<file path="config.mk">
export PLATFORM = sky130hd
export DESIGN_NAME = gpiop_port
export DESIGN_NICKNAME = d
export VERILOG_FILES = /design/src/gpiop_pkg.sv /design/src/gpiop_edge.sv /design/src/gpiop_port.sv
export SDC_FILE = /design/constraint.sdc
export NUM_CORES = 1
export LEC_CHECK = 0
export ABC_AREA = 0
export BUFFER_PORTS_ARGS = -buffer_cell sky130_fd_sc_hd__buf_2
export CORE_ASPECT_RATIO = 0.7
export CORE_MARGIN = 8
export CORE_UTILIZATION = 48
export CTS_BUF_LIST = sky130_fd_sc_hd__clkbuf_16
export CTS_CLUSTER_DIAMETER = 150
export DETAILED_ROUTE_END_ITERATION = 10
export GPL_TIMING_DRIVEN = 1
export PLACE_DENSITY = 0.86
export SYNTH_ARGS = -nofsm -noshare
export SYNTH_HDL_FRONTEND = slang
export SYNTH_SLANG_ARGS = --single-unit
</file>
<file path="constraint.sdc">
create_clock -name clk -period 1.3 [get_ports clk]
set_input_delay 0.39 -clock clk [delete_from_list [all_inputs] [get_ports clk]]
set_output_delay 0.39 -clock clk [all_outputs]
set_load 0.05 [all_outputs]
</file>
<file path="src/gpiop_pkg.sv">
package gpiop_pkg;

  // ---------------------------------------------------------------------
  // register offsets
  // ---------------------------------------------------------------------
  localparam logic [3:0] GPIOP_OFF_DATA     = 4'h0;
  localparam logic [3:0] GPIOP_OFF_DIR      = 4'h1;
  localparam logic [3:0] GPIOP_OFF_PULL     = 4'h2;
  localparam logic [3:0] GPIOP_OFF_SLEW     = 4'h3;
  localparam logic [3:0] GPIOP_OFF_DRIVE    = 4'h4;
  localparam logic [3:0] GPIOP_OFF_IRQ_SC   = 4'h5;
  localparam logic [3:0] GPIOP_OFF_IRQ_SEL  = 4'h6;
  localparam logic [3:0] GPIOP_OFF_IRQ_POL  = 4'h7;
  localparam logic [3:0] GPIOP_OFF_PWR      = 4'h8;

  // ---------------------------------------------------------------------
  // field positions
  // ---------------------------------------------------------------------
  localparam int GPIOP_SC_MODE_BIT = 0;
  localparam int GPIOP_SC_IE_BIT   = 1;
  localparam int GPIOP_SC_ACK_BIT  = 2;
  localparam int GPIOP_SC_FLAG_BIT = 3;
  localparam int GPIOP_PWR_ACK_BIT = 2;
  localparam int GPIOP_PWR_FLG_BIT = 3;

  // ---------------------------------------------------------------------
  // reset values
  // ---------------------------------------------------------------------
  localparam logic [7:0] GPIOP_RST_DATA  = 8'h00;
  localparam logic [7:0] GPIOP_RST_DIR   = 8'h00;
  localparam logic [7:0] GPIOP_RST_PULL  = 8'h00;
  localparam logic [7:0] GPIOP_RST_SLEW  = 8'hff;
  localparam logic [7:0] GPIOP_RST_DRIVE = 8'h00;
  localparam logic [7:0] GPIOP_RST_ZERO  = 8'h00;

  // ---------------------------------------------------------------------
  // carriers
  // ---------------------------------------------------------------------
  typedef struct packed {
    logic [7:0] out_en;
    logic [7:0] in_en;
    logic [7:0] pull_en;
    logic [7:0] pull_down;
    logic [7:0] slew_limit;
    logic [7:0] high_drive;
  } gpiop_pad_type;

  typedef struct packed {
    logic [3:0] addr;
    logic [7:0] wdata;
    logic       wr;
    logic       rd;
  } gpiop_bus_type;

endpackage

</file>
<file path="src/gpiop_edge.sv">
`timescale 1ns/10ps
module gpiop_edge
  import gpiop_pkg::*;
#(
  parameter int WIDTH = 8
) (
  // clock and reset
  input  wire logic             clk,
  input  wire logic             reset_n,
  // pins and control
  input  wire logic [WIDTH-1:0] pin_async,
  input  wire logic [WIDTH-1:0] sel,
  input  wire logic [WIDTH-1:0] pol,
  // results
  output logic      [WIDTH-1:0] level_sync,
  output logic      [WIDTH-1:0] asserted,
  output logic      [WIDTH-1:0] edge_hit
);

  // ---------------------------------------------------------------------
  // synchroniser and edge history
  // ---------------------------------------------------------------------
  logic [WIDTH-1:0] meta_q;
  logic [WIDTH-1:0] sync_q;
  logic [WIDTH-1:0] prev_q;
  logic [WIDTH-1:0] armed_q;

  always_ff @(posedge clk or negedge reset_n) begin
    if (!reset_n) begin
      meta_q <= '0;
      sync_q <= '0;
      prev_q <= '0;
    end else begin
      meta_q <= pin_async;
      sync_q <= meta_q;
      prev_q <= sync_q;
    end
  end

  assign level_sync = sync_q;
  // polarity 1 means rising/high, 0 falling/low
  assign asserted   = sel & ~(sync_q ^ pol);

  always_ff @(posedge clk or negedge reset_n) begin
    if (!reset_n) begin
      armed_q <= '0;
    end else begin
      armed_q <= sel & (armed_q | (prev_q ^ pol));
    end
  end

  assign edge_hit = sel & armed_q & (prev_q ^ pol) & ~(sync_q ^ pol);

endmodule

</file>
<file path="src/gpiop_port.sv">
// Function
// - direction bit enables output buffer and picks data read source.
// - input buffer on unless analog or output-only pin.
// - peripheral controls output buffer; direction still picks read source.
// - analog disables both buffers; input with buffer off reads 0.
// - analog wins over alternate digital function.
// - pull enable active unless pin is output or analog.
// - slew bit limits edge rate, no effect on inputs.
// - drive bit selects high drive strength.
// - port pins serve as interrupt and wake sources.
// - per-pin select includes pin in interrupt detection.
// - mode bit picks edge or edge-level; polarity per pin.
// - falling edge is sample 1 then 0 on bus clock.
// - rising edge is sample 0 then 1 on bus clock.
// - pin must be seen deasserted before an edge counts.
// - edge mode sets flag; enable raises interrupt request.
// - edge-level mode sets flag on edge or asserted level.
// - writing ack 1 clears flag in edge mode.
// - edge-level ack clears only if all enabled inputs deasserted.
// - pull polarity 0 selects pull-up, 1 pull-down; here pull-down needs irq polarity 1 and pin select set, else pull-up.
// - stop states keep all port latches; here stop_mode blocks config writes only, acks still clear flags.
// - reset: inputs, peripherals off, slew on, low drive, no pulls.
//
// Decided for this implementation: the address-and-strobe port and the address map.
`timescale 1ns/10ps
module gpiop_port
  import gpiop_pkg::*;
#(
  parameter int          WIDTH       = 8,
  parameter logic [7:0]  OUTPUT_ONLY = 8'h00,
  parameter logic [7:0]  INPUT_ONLY  = 8'h00
) (
  // clock and reset
  input  wire logic             clk,
  input  wire logic             reset_n,
  // register port
  input  wire logic [3:0]       reg_addr,
  input  wire logic [7:0]       reg_wdata,
  input  wire logic             reg_wr,
  input  wire logic             reg_rd,
  output logic      [7:0]       reg_rdata,
  // shared functions
  input  wire logic [WIDTH-1:0] periph_en,
  input  wire logic [WIDTH-1:0] periph_oe,
  input  wire logic [WIDTH-1:0] periph_out,
  input  wire logic [WIDTH-1:0] analog_en,
  output logic      [WIDTH-1:0] periph_in,
  // power management
  input  wire logic             stop_mode,
  input  wire logic             powerdown_wake,
  output logic                  wake_req,
  // pins
  input  wire logic [WIDTH-1:0] pin_in,
  output logic      [WIDTH-1:0] pin_out,
  output logic      [WIDTH-1:0] pin_oe,
  output gpiop_pad_type         pad_ctl,
  // interrupt request
  output logic                  irq_req
);

  // ---------------------------------------------------------------------
  // registers
  // ---------------------------------------------------------------------
  logic [WIDTH-1:0] data_q;
  logic [WIDTH-1:0] pin_direction_bit_q;
  logic [WIDTH-1:0] port_pull_enable_q;
  logic [WIDTH-1:0] pin_slew_limit_bit_q;
  logic [WIDTH-1:0] pin_high_drive_bit_q;
  logic [WIDTH-1:0] port_irq_pin_select_q;
  logic [WIDTH-1:0] port_irq_polarity_q;
  logic             port_irq_detect_mode_q;
  logic             port_irq_enable_q;
  logic             port_irq_flag_q;
  logic             powerdown_recovery_flag_q;
  logic [7:0]       rdata_q;

  logic             wr_data;
  logic             wr_sc;
  logic             ack_wr;
  logic [WIDTH-1:0] level_sync;
  logic [WIDTH-1:0] asserted;
  logic [WIDTH-1:0] edge_hit;
  logic [WIDTH-1:0] analog_own;
  logic [WIDTH-1:0] digital_own;
  logic [WIDTH-1:0] in_buf_en;
  logic [WIDTH-1:0] drv_en;
  logic [WIDTH-1:0] read_pin;
  logic             irq_event;
  logic             level_busy;

  function automatic logic hit(input logic [3:0] a, input logic [3:0] off);
    hit = (a == off);
  endfunction

  assign wr_data = reg_wr && hit(reg_addr, GPIOP_OFF_DATA);
  assign wr_sc   = reg_wr && hit(reg_addr, GPIOP_OFF_IRQ_SC);
  assign ack_wr  = wr_sc && reg_wdata[GPIOP_SC_ACK_BIT];

  // ---------------------------------------------------------------------
  // configuration registers
  // ---------------------------------------------------------------------
  // reset defaults
  always_ff @(posedge clk or negedge reset_n) begin
    if (!reset_n) begin
      data_q                 <= GPIOP_RST_DATA[WIDTH-1:0];
      pin_direction_bit_q    <= GPIOP_RST_DIR[WIDTH-1:0];
      port_pull_enable_q     <= GPIOP_RST_PULL[WIDTH-1:0];
      pin_slew_limit_bit_q   <= GPIOP_RST_SLEW[WIDTH-1:0];
      pin_high_drive_bit_q   <= GPIOP_RST_DRIVE[WIDTH-1:0];
      port_irq_pin_select_q  <= GPIOP_RST_ZERO[WIDTH-1:0];
      port_irq_polarity_q    <= GPIOP_RST_ZERO[WIDTH-1:0];
      port_irq_detect_mode_q <= 1'b0;
      port_irq_enable_q      <= 1'b0;
    end else if (reg_wr && !stop_mode) begin
      unique case (reg_addr)
        GPIOP_OFF_DATA:    data_q                <= reg_wdata[WIDTH-1:0];
        GPIOP_OFF_DIR:     pin_direction_bit_q   <= reg_wdata[WIDTH-1:0];
        GPIOP_OFF_PULL:    port_pull_enable_q    <= reg_wdata[WIDTH-1:0];
        GPIOP_OFF_SLEW:    pin_slew_limit_bit_q  <= reg_wdata[WIDTH-1:0];
        GPIOP_OFF_DRIVE:   pin_high_drive_bit_q  <= reg_wdata[WIDTH-1:0];
        GPIOP_OFF_IRQ_SEL: port_irq_pin_select_q <= reg_wdata[WIDTH-1:0];
        GPIOP_OFF_IRQ_POL: port_irq_polarity_q   <= reg_wdata[WIDTH-1:0];
        GPIOP_OFF_IRQ_SC: begin
          port_irq_detect_mode_q <= reg_wdata[GPIOP_SC_MODE_BIT];
          port_irq_enable_q      <= reg_wdata[GPIOP_SC_IE_BIT];
        end
        default: ;
      endcase
    end
  end

  // ---------------------------------------------------------------------
  // pin ownership and pad control
  // ---------------------------------------------------------------------
  // analog has priority
  assign analog_own  = analog_en;
  assign digital_own = periph_en & ~analog_en;

  assign drv_en = ~analog_own & ~INPUT_ONLY[WIDTH-1:0] &
                  ((digital_own & periph_oe) |
                   (~periph_en & pin_direction_bit_q));

  assign in_buf_en = ~analog_own & ~OUTPUT_ONLY[WIDTH-1:0];

  assign pin_oe  = drv_en;
  assign pin_out = (digital_own & periph_out) | (~periph_en & data_q);
  assign periph_in = level_sync & in_buf_en;

  always_comb begin
    pad_ctl = '0;
    pad_ctl.out_en[WIDTH-1:0] = drv_en;
    pad_ctl.in_en[WIDTH-1:0]  = in_buf_en;
    // pull forced off on output or analog
    pad_ctl.pull_en[WIDTH-1:0] = port_pull_enable_q & ~drv_en & ~analog_own;
    pad_ctl.pull_down[WIDTH-1:0] = port_irq_polarity_q &
                                   port_irq_pin_select_q;
    pad_ctl.slew_limit[WIDTH-1:0] = pin_slew_limit_bit_q & drv_en;
    pad_ctl.high_drive[WIDTH-1:0] = pin_high_drive_bit_q;
  end

  // ---------------------------------------------------------------------
  // interrupt detection
  // ---------------------------------------------------------------------
  // per-pin select into detector
  gpiop_edge #(
    .WIDTH (WIDTH)
  ) u_edge (
    .clk        (clk),
    .reset_n    (reset_n),
    .pin_async  (pin_in),
    .sel        (port_irq_pin_select_q & in_buf_en),
    .pol        (port_irq_polarity_q),
    .level_sync (level_sync),
    .asserted   (asserted),
    .edge_hit   (edge_hit)
  );

  assign level_busy = port_irq_detect_mode_q && (|asserted);
  assign irq_event  = (|edge_hit) || level_busy;

  always_ff @(posedge clk or negedge reset_n) begin
    if (!reset_n) begin
      port_irq_flag_q <= 1'b0;
    end else if (irq_event) begin
      port_irq_flag_q <= 1'b1;
    end else if (ack_wr) begin
      port_irq_flag_q <= 1'b0;
    end
  end

  assign irq_req  = port_irq_flag_q && port_irq_enable_q;
  assign wake_req = irq_req;

  // ---------------------------------------------------------------------
  // powerdown recovery flag
  // ---------------------------------------------------------------------
  always_ff @(posedge clk or negedge reset_n) begin
    if (!reset_n) begin
      powerdown_recovery_flag_q <= 1'b0;
    end else if (powerdown_wake) begin
      powerdown_recovery_flag_q <= 1'b1;
    end else if (reg_wr && hit(reg_addr, GPIOP_OFF_PWR) &&
                 reg_wdata[GPIOP_PWR_ACK_BIT]) begin
      powerdown_recovery_flag_q <= 1'b0;
    end
  end

  // ---------------------------------------------------------------------
  // read path
  // ---------------------------------------------------------------------
  // read source select
  assign read_pin = level_sync & in_buf_en;

  always_ff @(posedge clk or negedge reset_n) begin
    if (!reset_n) begin
      rdata_q <= 8'h00;
    end else begin
      rdata_q <= 8'h00;
      if (reg_rd) begin
        unique case (reg_addr)
          GPIOP_OFF_DATA: rdata_q[WIDTH-1:0] <=
            (pin_direction_bit_q & data_q) |
            (~pin_direction_bit_q & read_pin);
          GPIOP_OFF_DIR:     rdata_q[WIDTH-1:0] <= pin_direction_bit_q;
          GPIOP_OFF_PULL:    rdata_q[WIDTH-1:0] <= port_pull_enable_q;
          GPIOP_OFF_SLEW:    rdata_q[WIDTH-1:0] <= pin_slew_limit_bit_q;
          GPIOP_OFF_DRIVE:   rdata_q[WIDTH-1:0] <= pin_high_drive_bit_q;
          GPIOP_OFF_IRQ_SEL: rdata_q[WIDTH-1:0] <= port_irq_pin_select_q;
          GPIOP_OFF_IRQ_POL: rdata_q[WIDTH-1:0] <= port_irq_polarity_q;
          GPIOP_OFF_IRQ_SC: begin
            rdata_q[GPIOP_SC_MODE_BIT] <= port_irq_detect_mode_q;
            rdata_q[GPIOP_SC_IE_BIT]   <= port_irq_enable_q;
            rdata_q[GPIOP_SC_FLAG_BIT] <= port_irq_flag_q;
          end
          GPIOP_OFF_PWR:
            rdata_q[GPIOP_PWR_FLG_BIT] <= powerdown_recovery_flag_q;
          default: ;
        endcase
      end
    end
  end

  assign reg_rdata = rdata_q;
endmodule

</file>
Word-level counts from Yosys, hierarchy flattened:

Index checks and enable logic that the tools add are counted.

* reductions and logical operators: 22
* equality and inequality tests: 8
* multiplexer cells: 9
* bitwise operators: 30

Operators with widths (number)
* 8-bit AND: 19
* 8-bit NOT: 5
* 8-bit OR: 4
* 4-bit one-hot mux with 7 select lines: 1
* 4-bit by 3-bit equality test with 1-bit output (second input constant): 4
* 2-bit one-hot mux with 8 select lines: 1
* 2-bit AND reduction: 8
* 8-bit OR reduction: 2
* 8-bit XOR: 2
* 1-bit one-hot mux with 9 select lines: 1
* 4-bit by 2-bit equality test with 1-bit output (second input constant): 2
* 8-bit two-way mux: 1
* 1-bit logical AND: 7
* 1-bit one-hot mux with 7 select lines: 1
* 4-bit by 1-bit equality test with 1-bit output (second input constant): 1
* 4-bit equality test (second input constant): 1
* 4-bit logical NOT: 1
* 1-bit two-way mux: 4
* 2-bit nonzero test: 2
* 1-bit logical NOT: 1
* 1-bit logical OR: 1

* register bits after elaboration: 100
* word-level logic and storage cells: 85
* bits of input ports: 58

Longest topological paths before layout:

Gate-level depths: netlist of the first run.

* word-level depth: 8
* depth in mapped cells: 7

Cells and area by module:

Synthesis of the first run repeated with hierarchy kept, for this count alone.

* cell total of the unflattened synthesis: 430
* area, all modules: 5019.8 um^2

Modules (own cells, without submodules)
* gpiop_port: cells each 334, area an instance 3768.6 um^2, instances 1
* gpiop_edge: cells each 96, area an instance 1251.2 um^2, instances 1

Worst setup path before layout of the first run:

Ideal clock, no wire load.

* path type: input port to output port
* start: input port periph_en[4]
* end: output port pad_ctl[12] in the netlist's numbering
* data required time: 0.910 ns
* stages: 3
* arrival: 1.745 ns
* setup slack: -0.835 ns
* cells stage by stage: mux2i_1 -> nor2_1 -> and2_1

RTL lines
* start: declaration: line gpiop_port.sv:43 `input wire logic [WIDTH-1:0] periph_en,`
* end: declaration: line gpiop_port.sv:56 `output gpiop_pad_type pad_ctl,`

==> flow_metrics.env, run 1 <==
export IMPL_p_int_w=0.00808
export IMPL_synth_top_area_share_pct=44.7
export IMPL_rows=31
export IMPL_peakVddDrop_mv=0.918
export IMPL_hp_start="pin_in[3]"
export IMPL_cts_tree="built"
export IMPL_cts_made_buffers=9
export IMPL_via_count=4966
export IMPL_slew_violations=0
export IMPL_finalNonFillerCells=856
export IMPL_holdWs_ns=0.134
export IMPL_die_w_um=140
export IMPL_fin_crit_sh_pct=135
export IMPL_cts_root_buf="clkbuf_16"
export IMPL_start_util_pct=49.6
export IMPL_synthCells=432
export IMPL_post_place_ws_ns=-0.451
export IMPL_area_growth_pct=79.5
export IMPL_gp_congestion=0.918
export IMPL_rr_endpoint="port_irq_flag_q"
export IMPL_crit_arrival_ns=1.37
export IMPL_first_global_vias=5415
export IMPL_reg2reg_slack_ns=-0.42
export IMPL_fp_coreArea_um2=10400
export IMPL_r2r_cells=6
export IMPL_multi_input_area_um2=3220
export IMPL_port_buffers=139
export IMPL_relSlewSlack_pct=71.9
export IMPL_antenna_found_initial=0
export IMPL_min_path_type="input pin to register"
export IMPL_finalCriticalPeriod_ns=1.76
export IMPL_cp_start_kind="register"
export IMPL_drcViolationCount=0
export IMPL_synth_largest_area_cell="dfrtp_1"
export IMPL_switching_share_pct=34.5
export IMPL_min_to="u_edge.meta_q[3]"
export IMPL_nFillCells=433
export IMPL_clk_pin_slew_ns=0.08
export IMPL_yosys_warnings=0
export IMPL_worst_pin_slew_ns=0.422
export IMPL_overflow=0
export IMPL_synthFlopType="dfrtp_1"
export IMPL_power_density_nw_per_um2=1330
export IMPL_drtPass1Iterations=5
export IMPL_rsz0062_at_grt="true"
export IMPL_syn_avg_cell_area_um2=11.9
export IMPL_wire_per_inst_um=25.9
export IMPL_wl_um=22200
export IMPL_fin_nets=777
export IMPL_ys_seq_area_share_pct=48.8
export IMPL_hpwl_um=12600
export IMPL_min_path_cells=1
export IMPL_drtAntennaViolNets=0
export IMPL_clock_skew_ns=0.0119
export IMPL_dp_cells=777
export IMPL_drive_gt1_share_pct=73.1
export IMPL_ctsHtreeMaxLevel=3
export IMPL_dieArea_um2=14400
export IMPL_grt_usage_pct=28.0
export IMPL_worstPathRequired_ns=0.91
export IMPL_drv_cap=0
export IMPL_syn_nets=490
export IMPL_setup_slack_ns=-0.460
export IMPL_drtIter0Drc=280
export IMPL_critPathKind="register to primary output"
export IMPL_clock_sinks=100
export IMPL_grt_max_degree=26
export IMPL_pin_count=140
export IMPL_r2r_start="port_irq_polarity_q[6]"
export IMPL_leakage_nw=4.31
export IMPL_comb_power_share_pct=41.5
export IMPL_num_antenna_cells=0
export IMPL_hold_viol=0
export IMPL_status="complete, but fails checks"
export IMPL_final_setup_viol_count=98
export IMPL_crit_path_end_kind="primary output"
export IMPL_p_seq_share_pct=32.5
export IMPL_vias_per_cell=5.80
export IMPL_seqCellArea_um2=2520
export IMPL_clk_latency_ns=0.37
export IMPL_pwr_share_clk_pct=26.0
export IMPL_synth_edf_count=0
export IMPL_synth_cell_area_um2=5150
export IMPL_synth_async_reset_ratio_pct=100
export IMPL_synth_seq_cells=100
export IMPL_ys_types=51
export IMPL_grt_pass1_wl_um=30800
export IMPL_cp_max_fo=2
export IMPL_cts_buffer_depth=2
export IMPL_ys_top_cells_by_area="dfrtp_1 (45%), mux2_2 (12%), mux2_4 (4.4%)"
export IMPL_switchingPower_w=0.00425
export IMPL_max_freq_mhz=568
export IMPL_die_y_um=103
export IMPL_violations="negative setup slack"
placed cells by master (no fill, tap or decap), types with 11 or more instances in the layout:
cell type  instances
mux2_2            32
buf_2             44
mux2_4            37
buf_8             60
buf_4            132
nand2b_1          11
buf_6             59
dfrtp_1           87
nor2b_4           16
and2_4            18
layout make-up:
| cell class | instances | area share [%] |
|---|---|---|
| sequential | 100 | 27.2 |
| tap | 132 | 1.79 |
| multi-input combinational | 289 | 34.9 |
| inverter | 15 | 0.934 |
| clock buffer | 9 | 2.44 |
| clock inverter | 7 | 1.30 |
| timing repair buffer | 304 | 31.5 |
kinds of logic after synthesis:
family | count (synthesis) | synth area share [%]
AO/OA/AOI/OAI | 62 | 8.65
XOR/XNOR | 16 | 2.72
buffers and inverters | 43 | 4.52
flip-flops | 100 | 48.8
multiplexers | 91 | 20.4
AND/OR/NAND/NOR | 120 | 14.9
what timing repair did:
action | CTS | global route
setup buffers | 52 | 19
setup endpoints to repair | 134 | 121
cloned | 0 | 0
pin swaps | 37 | 30
hold buffers | 1 | 0
hold endpoints to repair | 17 | 0
gates resized for setup | 288 | 79
power by group through the flow:
stage / combinational [W] / clock (W) / sequential, W
after global placement: 0.00334 / 0 / 0.00402
after global routing: 0.00530 / 0.00334 / 0.00404
after detailed placement: 0.00344 / 0 / 0.00404
final: 0.00511 / 0.00321 / 0.00401
after floorplan: 0.00216 / 0 / 0.00411
after CTS: 0.00460 / 0.00315 / 0.00394
Yosys cell counts (3+ instances only):
library cell	number
xor2_1	10
nor2b_1	19
or3b_2	6
inv_1	15
o22ai_1	12
buf_6	3
a31o_2	8
mux2i_1	22
and3_1	8
and2_1	20
a22oi_1	4
nand4_1	3
nor2_1	18
nand2_1	11
a22o_1	4
mux2_2	53
clkbuf_1	9
nand2b_1	11
buf_4	12
mux2_4	15
dfstp_2	8
xnor2_1	6
a211oi_1	6
dfrtp_1	92
a21oi_1	14
buf_2	3
nand3b_1	9
a221oi_1	3
worst max path at each step:
stage	startpoint	end	cells after the start
2_1_floorplan	reg_addr[3]	data_q[2]	4
3_3_place_gp	reg_addr[3]	port_irq_polarity_q[4]	5
3_5_place_dp	reg_addr[3]	pin_direction_bit_q[2]	5
4_1_cts	pin_direction_bit_q[2]	pad_ctl[26]	3
5_1_grt	pin_direction_bit_q[4]	pad_ctl[28]	3
6_report	pin_direction_bit_q[4]	pad_ctl[28]	3
worst max-delay path: stages, from the launching register on:
cell	delay, ns
dfrtp_1	0.41
mux2i_4	0.21
and3_4	0.23
buf_8	0.14
through the flow:
step | util [%] | total power, W | TNS, ns | area [um^2]
floorplan | - | 0.00627 | -16.26 | 5720
global placement | 68.7 | 0.00736 | -34.70 | 7140
detailed placement | 68.7 | 0.00748 | -37.78 | 7140
CTS | 85.1 | 0.0117 | -18.98 | 8840
global route | 89.0 | 0.0127 | -23.92 | 9250
finish | 89.0 | 0.0123 | -21.80 | 9250
per-layer routing:
| metal | vias to the layer above | global-route usage [%] | wire (um) |
|---|---|---|---|
| met1 | 2497 | 31.9 | 8440 |
| met5 | - | 0 | 0 |
| met2 | 300 | 49.1 | 11000 |
| met3 | 71 | 8.37 | 1840 |
| li1 | 2098 | - | - |
| met4 | 0 | 11.3 | 926 |
No activity file was read; power rests on OpenSTA's default activity.
==> inputs of run 2 (changes only) <==
--- a/config.mk
+++ b/config.mk
@@ -14,7 +14,8 @@
 export CTS_CLUSTER_DIAMETER = 150
 export DETAILED_ROUTE_END_ITERATION = 10
 export GPL_TIMING_DRIVEN = 1
-export PLACE_DENSITY = 0.86
+export PLACE_DENSITY = 0.73
+export SLEW_MARGIN = 10
 export SYNTH_ARGS = -nofsm -noshare
 export SYNTH_HDL_FRONTEND = slang
 export SYNTH_SLANG_ARGS = --single-unit
==> run 2 against run 1 <==
Net effect: the run still ends with negative setup slack left; non-clock buffer count did not move; largest cell class unchanged; clock skew is 0.0032 ns lower; via count decreased by 0.30%; largest power group unchanged; maximum frequency decreased by 0.50%; die area stayed put.
==> flow_metrics.env, run 2 (same netlist as run 1, synthesis figures left out) <==
export IMPL_slew_violations=0
export IMPL_holdWs_ns=0.0122
export IMPL_path_cells="mux2i_4 -> and3_4 -> buf_8"
export IMPL_overflow=0
export IMPL_finalCriticalPeriod_ns=1.77
export IMPL_relSlewSlack_pct=70.8
export IMPL_clock_sinks=100
export IMPL_hpwl_um=12100
export IMPL_vias_per_cell=5.78
export IMPL_seqCellArea_um2=2520
export IMPL_via_count=4951
export IMPL_drtPass1Iterations=5
export IMPL_pin_count=140
export IMPL_rsz0062_at_grt="true"
export IMPL_cp_max_fo=2
export IMPL_final_cell_mix="buf_4 (131), dfrtp_1 (88), buf_6 (67)"
export IMPL_grt_max_degree=51
export IMPL_die_y_um=103
export IMPL_power_density_nw_per_um2=1270
export IMPL_final_setup_viol_count=103
export IMPL_min_path_type="input pin to async pin"
export IMPL_cts_hold_buf=0
export IMPL_drv_cap=0
export IMPL_multi_input_area_um2=3220
export IMPL_cts_buffer_depth=2
export IMPL_num_antenna_cells=0
export IMPL_crit_arrival_ns=1.38
export IMPL_drtIter0Drc=272
export IMPL_clock_skew_ns=0.00868
export IMPL_gp_congestion=0.896
export IMPL_dieArea_um2=14400
export IMPL_post_place_ws_ns=-0.489
export IMPL_drtAntennaViolNets=0
export IMPL_crit_path_end_kind="primary output"
export IMPL_drcViolationCount=0
export IMPL_die_w_um=140
export IMPL_worst_path_largest_cell_delay_ns=0.45
export IMPL_fin_nets=777
export IMPL_fin_crit_sh_pct=136
export IMPL_clk_pin_slew_ns=0.07
export IMPL_wl_um=20600
export IMPL_cp_start_kind="register"
export IMPL_start_util_pct=49.6
export IMPL_critPathKind="register to primary output"
export IMPL_rows=31
export IMPL_cts_root_buf="clkbuf_16"
export IMPL_worst_pin_slew_ns=0.432
export IMPL_antenna_found_initial=0
export IMPL_cp_slowest_cell="dfrtp_1"
export IMPL_cts_made_buffers=9
export IMPL_clk_latency_ns=0.36
export IMPL_hold_viol=0
export IMPL_peakVddDrop_mv=0.807
export IMPL_max_freq_mhz=565
export IMPL_fp_coreArea_um2=10400
export IMPL_first_global_vias=5357
export IMPL_ctsHtreeMaxLevel=3
export IMPL_drive_gt1_share_pct=72.5
export IMPL_worstPathRequired_ns=0.91
export IMPL_grt_usage_pct=27.0
export IMPL_leakage_nw=4.29
export IMPL_r2r_cells=4
export IMPL_status="complete, but fails checks"
export IMPL_cts_tree="built"
export IMPL_layout_commonest_cell="buf_4"
export IMPL_grt_pass1_wl_um=30000
export IMPL_violations="negative setup slack"
export IMPL_nFillCells=407
export IMPL_area_growth_pct=77.9
export IMPL_port_buffers=139
export IMPL_setup_slack_ns=-0.468
export IMPL_wire_per_inst_um=24.0
[run 2: changes by cell type in the layout (fill, tap and decap cells not counted), moves of 4 or more]
cell     previous run  this run
mux2i_1            10        14
xor2_2              1         6
buf_6              59        67
xor2_1              9         4
buf_8              60        56
[run 2: per-layer routing]
metal  global-route usage, %  up-vias  part of all wire (%)  wire length [um]
met5                       0        -                     0                 0
met4                    9.97        0                   3.9               794
met3                    7.86       66                   7.3              1510
met2                    46.5      253                    50             10200
met1                    32.1     2541                    39              8030
li1                        -     2091                     -                 -
[run 2: cell type report]
cell class                      instances  share of cell area (%)
Clock buffer                            9                    2.46
Clock inverter                          7                   0.628
Inverter                               15                   0.942
Multi-Input combinational cell        289                    35.1
Sequential cell                       100                    27.5
Tap cell                              132                    1.80
Timing Repair Buffer                  304                    31.6
[run 2: per-stage QoR]
stage                     total power, W  area [um^2]  util (%)  std cells  setup TNS (ns)
after global routing              0.0120         9170      88.2        856          -24.23
after floorplan                  0.00627         5720         -        432          -16.26
final                             0.0117         9170      88.2        856          -21.73
after CTS                         0.0112         8880      85.4        846          -19.08
after global placement           0.00739         7140      68.7        779          -35.44
after detailed placement         0.00749         7140      68.7        779          -38.93
[run 2: power breakdown]
group / internal [W] / switching, W / total (W) / leakage [nW]
registers: 0.00359 / 0.000415 / 0.00401 / 1.24
logic: 0.00256 / 0.00245 / 0.00501 / 2.92
clock network: 0.00146 / 0.00120 / 0.00267 / 0.135
total: 0.00762 / 0.00407 / 0.0117 / 4.29
[run 2: worst paths after layout]
kind                                           end                    from  slack [ns]
min in group clk                  u_edge.meta_q[3]               pin_in[3]        0.14
hold reg to reg               u_edge.level_sync[2]        u_edge.meta_q[2]        0.35
setup / recovery                       pad_ctl[25]  pin_direction_bit_q[1]       -0.47
max in group asynchronous  pin_slew_limit_bit_q[2]                 reset_n        0.96
hold / removal                           data_q[5]                 reset_n        0.01
setup reg to reg                      reg_rdata[3]  pin_direction_bit_q[3]       -0.34
[run 2: worst max-delay path: cells and delay by family, from the launching register on]
| family | cells | cell delay (ns) |
|---|---|---|
| buffers and inverters | 1 | 0.14 |
| flip-flops | 1 | 0.45 |
| multiplexers | 1 | 0.21 |
| AND/OR/NAND/NOR | 1 | 0.22 |
[run 2: repair_timing]
| item | 4_1_cts | 5_1_grt |
|---|---|---|
| endpoints found under the hold margin | 0 | 0 |
| pin swaps | 51 | 25 |
| endpoints found under the setup margin | 143 | 134 |
| resized for setup | 311 | 52 |
| setup buffers | 52 | 13 |
==> inputs of run 3 (changes only) <==
--- a/config.mk
+++ b/config.mk
@@ -15,6 +15,8 @@
 export DETAILED_ROUTE_END_ITERATION = 10
 export GPL_TIMING_DRIVEN = 1
 export PLACE_DENSITY = 0.73
+export RECOVER_POWER = 25
+export REMOVE_ABC_BUFFERS = 1
 export SLEW_MARGIN = 10
 export SYNTH_ARGS = -nofsm -noshare
 export SYNTH_HDL_FRONTEND = slang
==> run 3 against run 2 <==
Net effect: the run still ends with negative setup slack left; die area unchanged; sequential power about the same; clock power down 7.9%.
==> flow_metrics.env, run 3 (same netlist as run 1, synthesis figures left out) <==
export IMPL_drtIter0Drc=261
export IMPL_power_density_nw_per_um2=1290
export IMPL_layout_commonest_cell="buf_4"
export IMPL_post_place_ws_ns=-0.466
export IMPL_rr_endpoint="reg_rdata[3]"
export IMPL_reg2reg_slack_ns=-0.31
export IMPL_total_power_w=0.0108
export IMPL_cts_made_buffers=9
export IMPL_crit_arrival_ns=1.39
export IMPL_clock_sinks=100
export IMPL_min_to="u_edge.meta_q[2]"
export IMPL_cp_start_kind="register"
export IMPL_hold_viol=0
export IMPL_worstPathRequired_ns=0.91
export IMPL_min_path_type="input pin to register"
export IMPL_violations="negative setup slack"
export IMPL_r2r_cells=5
export IMPL_num_antenna_cells=0
export IMPL_relSlewSlack_pct=64.5
export IMPL_dp_cells=788
export IMPL_final_cell_mix="buf_4 (119), dfrtp_1 (89), buf_6 (77)"
export IMPL_rsz0062_at_grt="true"
export IMPL_worst_pin_slew_ns=0.533
export IMPL_critPathKind="register to primary output"
export IMPL_cts_buffer_depth=2
export IMPL_vias_per_cell=5.62
export IMPL_wl_um=18800
export IMPL_fin_nets=763
export IMPL_grt_usage_pct=25.3
export IMPL_worst_path_largest_cell_delay_ns=0.38
export IMPL_r2r_start="pin_direction_bit_q[3]"
export IMPL_clk_pin_slew_ns=0.07
export IMPL_drtPass1Iterations=5
export IMPL_holdWs_ns=0.141
export IMPL_peakVddDrop_mv=0.791
export IMPL_die_w_um=140
export IMPL_die_y_um=103
export IMPL_utilization_pct=80.6
export IMPL_drv_cap=0
export IMPL_fp_coreArea_um2=10400
export IMPL_cp_slowest_cell="dfrtp_1"
export IMPL_grt_pass1_wl_um=28000
export IMPL_cp_max_fo=2
export IMPL_status="complete, but fails checks"
export IMPL_clock_skew_ns=0.00786
export IMPL_gp_congestion=0.940
export IMPL_grt_max_degree=31
export IMPL_cts_tree="built"
export IMPL_pin_count=140
export IMPL_drcViolationCount=0
export IMPL_hp_start="pin_in[2]"
export IMPL_drive_gt1_share_pct=64.6
export IMPL_drtAntennaViolNets=0
export IMPL_wire_per_inst_um=22.3
export IMPL_slew_violations=0
export IMPL_path_cells="mux2i_1 -> nor2_1 -> and2_4 -> buf_8"
export IMPL_dieArea_um2=14400
export IMPL_clk_latency_ns=0.35
export IMPL_antenna_found_initial=0
export IMPL_final_setup_viol_count=94
export IMPL_hpwl_um=12500
export IMPL_finalNonFillerCells=842
export IMPL_first_global_vias=5201
export IMPL_cts_root_buf="clkbuf_16"
export IMPL_setup_slack_ns=-0.482
export IMPL_port_buffers=139
export IMPL_max_freq_mhz=561
export IMPL_crit_path_end_kind="primary output"
export IMPL_via_count=4730
export IMPL_start_util_pct=49.6
export IMPL_fin_crit_sh_pct=137
export IMPL_finalCriticalPeriod_ns=1.78
export IMPL_ctsHtreeMaxLevel=3
export IMPL_rows=31
export IMPL_min_path_cells=1
export IMPL_leakage_nw=4.09
export IMPL_overflow=0
export IMPL_area_growth_pct=62.7
## run 3: layout make-up
cell class                      count  area, um^2
Clock buffer                        9         225
Clock inverter                      7        33.8
Fill cell                         577        2010
Inverter                           15        58.8
Multi-Input combinational cell    289        2820
Sequential cell                   100        2520
Tap cell                          132         165
Timing Repair Buffer              290        2560
## run 3: repair_timing
item,4_1_cts,5_1_grt
endpoints found under the hold margin,10,0
gates resized for setup,245,77
pin swaps,42,38
setup buffers,27,13
endpoints found under the setup margin,122,120
hold buffers,1,0
## run 3: worst max-delay path by stage
stage | cells after the start | from | end
global placement | 6 | reg_addr[3] | pin_direction_bit_q[0]
detailed placement | 6 | reg_addr[3] | port_irq_polarity_q[4]
CTS | 4 | pin_direction_bit_q[5] | pad_ctl[13]
finish | 4 | pin_direction_bit_q[1] | pad_ctl[9]
floorplan | 3 | periph_en[4] | pad_ctl[12]
global route | 4 | pin_direction_bit_q[2] | pad_ctl[10]
## run 3: worst max-delay path: cells and delay by family, from the launching register on
kind | cells | cell delay [ns]
and+or+nand+nor | 2 | 0.41
buffers and inverters | 1 | 0.14
DFF | 1 | 0.38
muxes | 1 | 0.11
## run 3: through the flow
stage	TNS (ns)	cell area, um^2
2_1_floorplan	-43.49	4980
3_3_place_gp	-32.96	6730
3_5_place_dp	-35.18	6730
4_1_cts	-18.87	8020
5_1_grt	-24.68	8380
6_report	-20.69	8380
## run 3: report_power, final
part,switching (W),total (W),internal [W]
clock network,0.00119,0.00246,0.00127
registers,0.000396,0.00399,0.00359
logic,0.00219,0.00435,0.00217
## run 3: metal layers
layer	share of wire (%)	vias up	GRT usage [%]
met5	0	-	0
met1	41	2385	29.6
met2	49	234	42.6
met4	2.4	0	11.3
li1	-	2073	-
met3	7.8	38	7.96
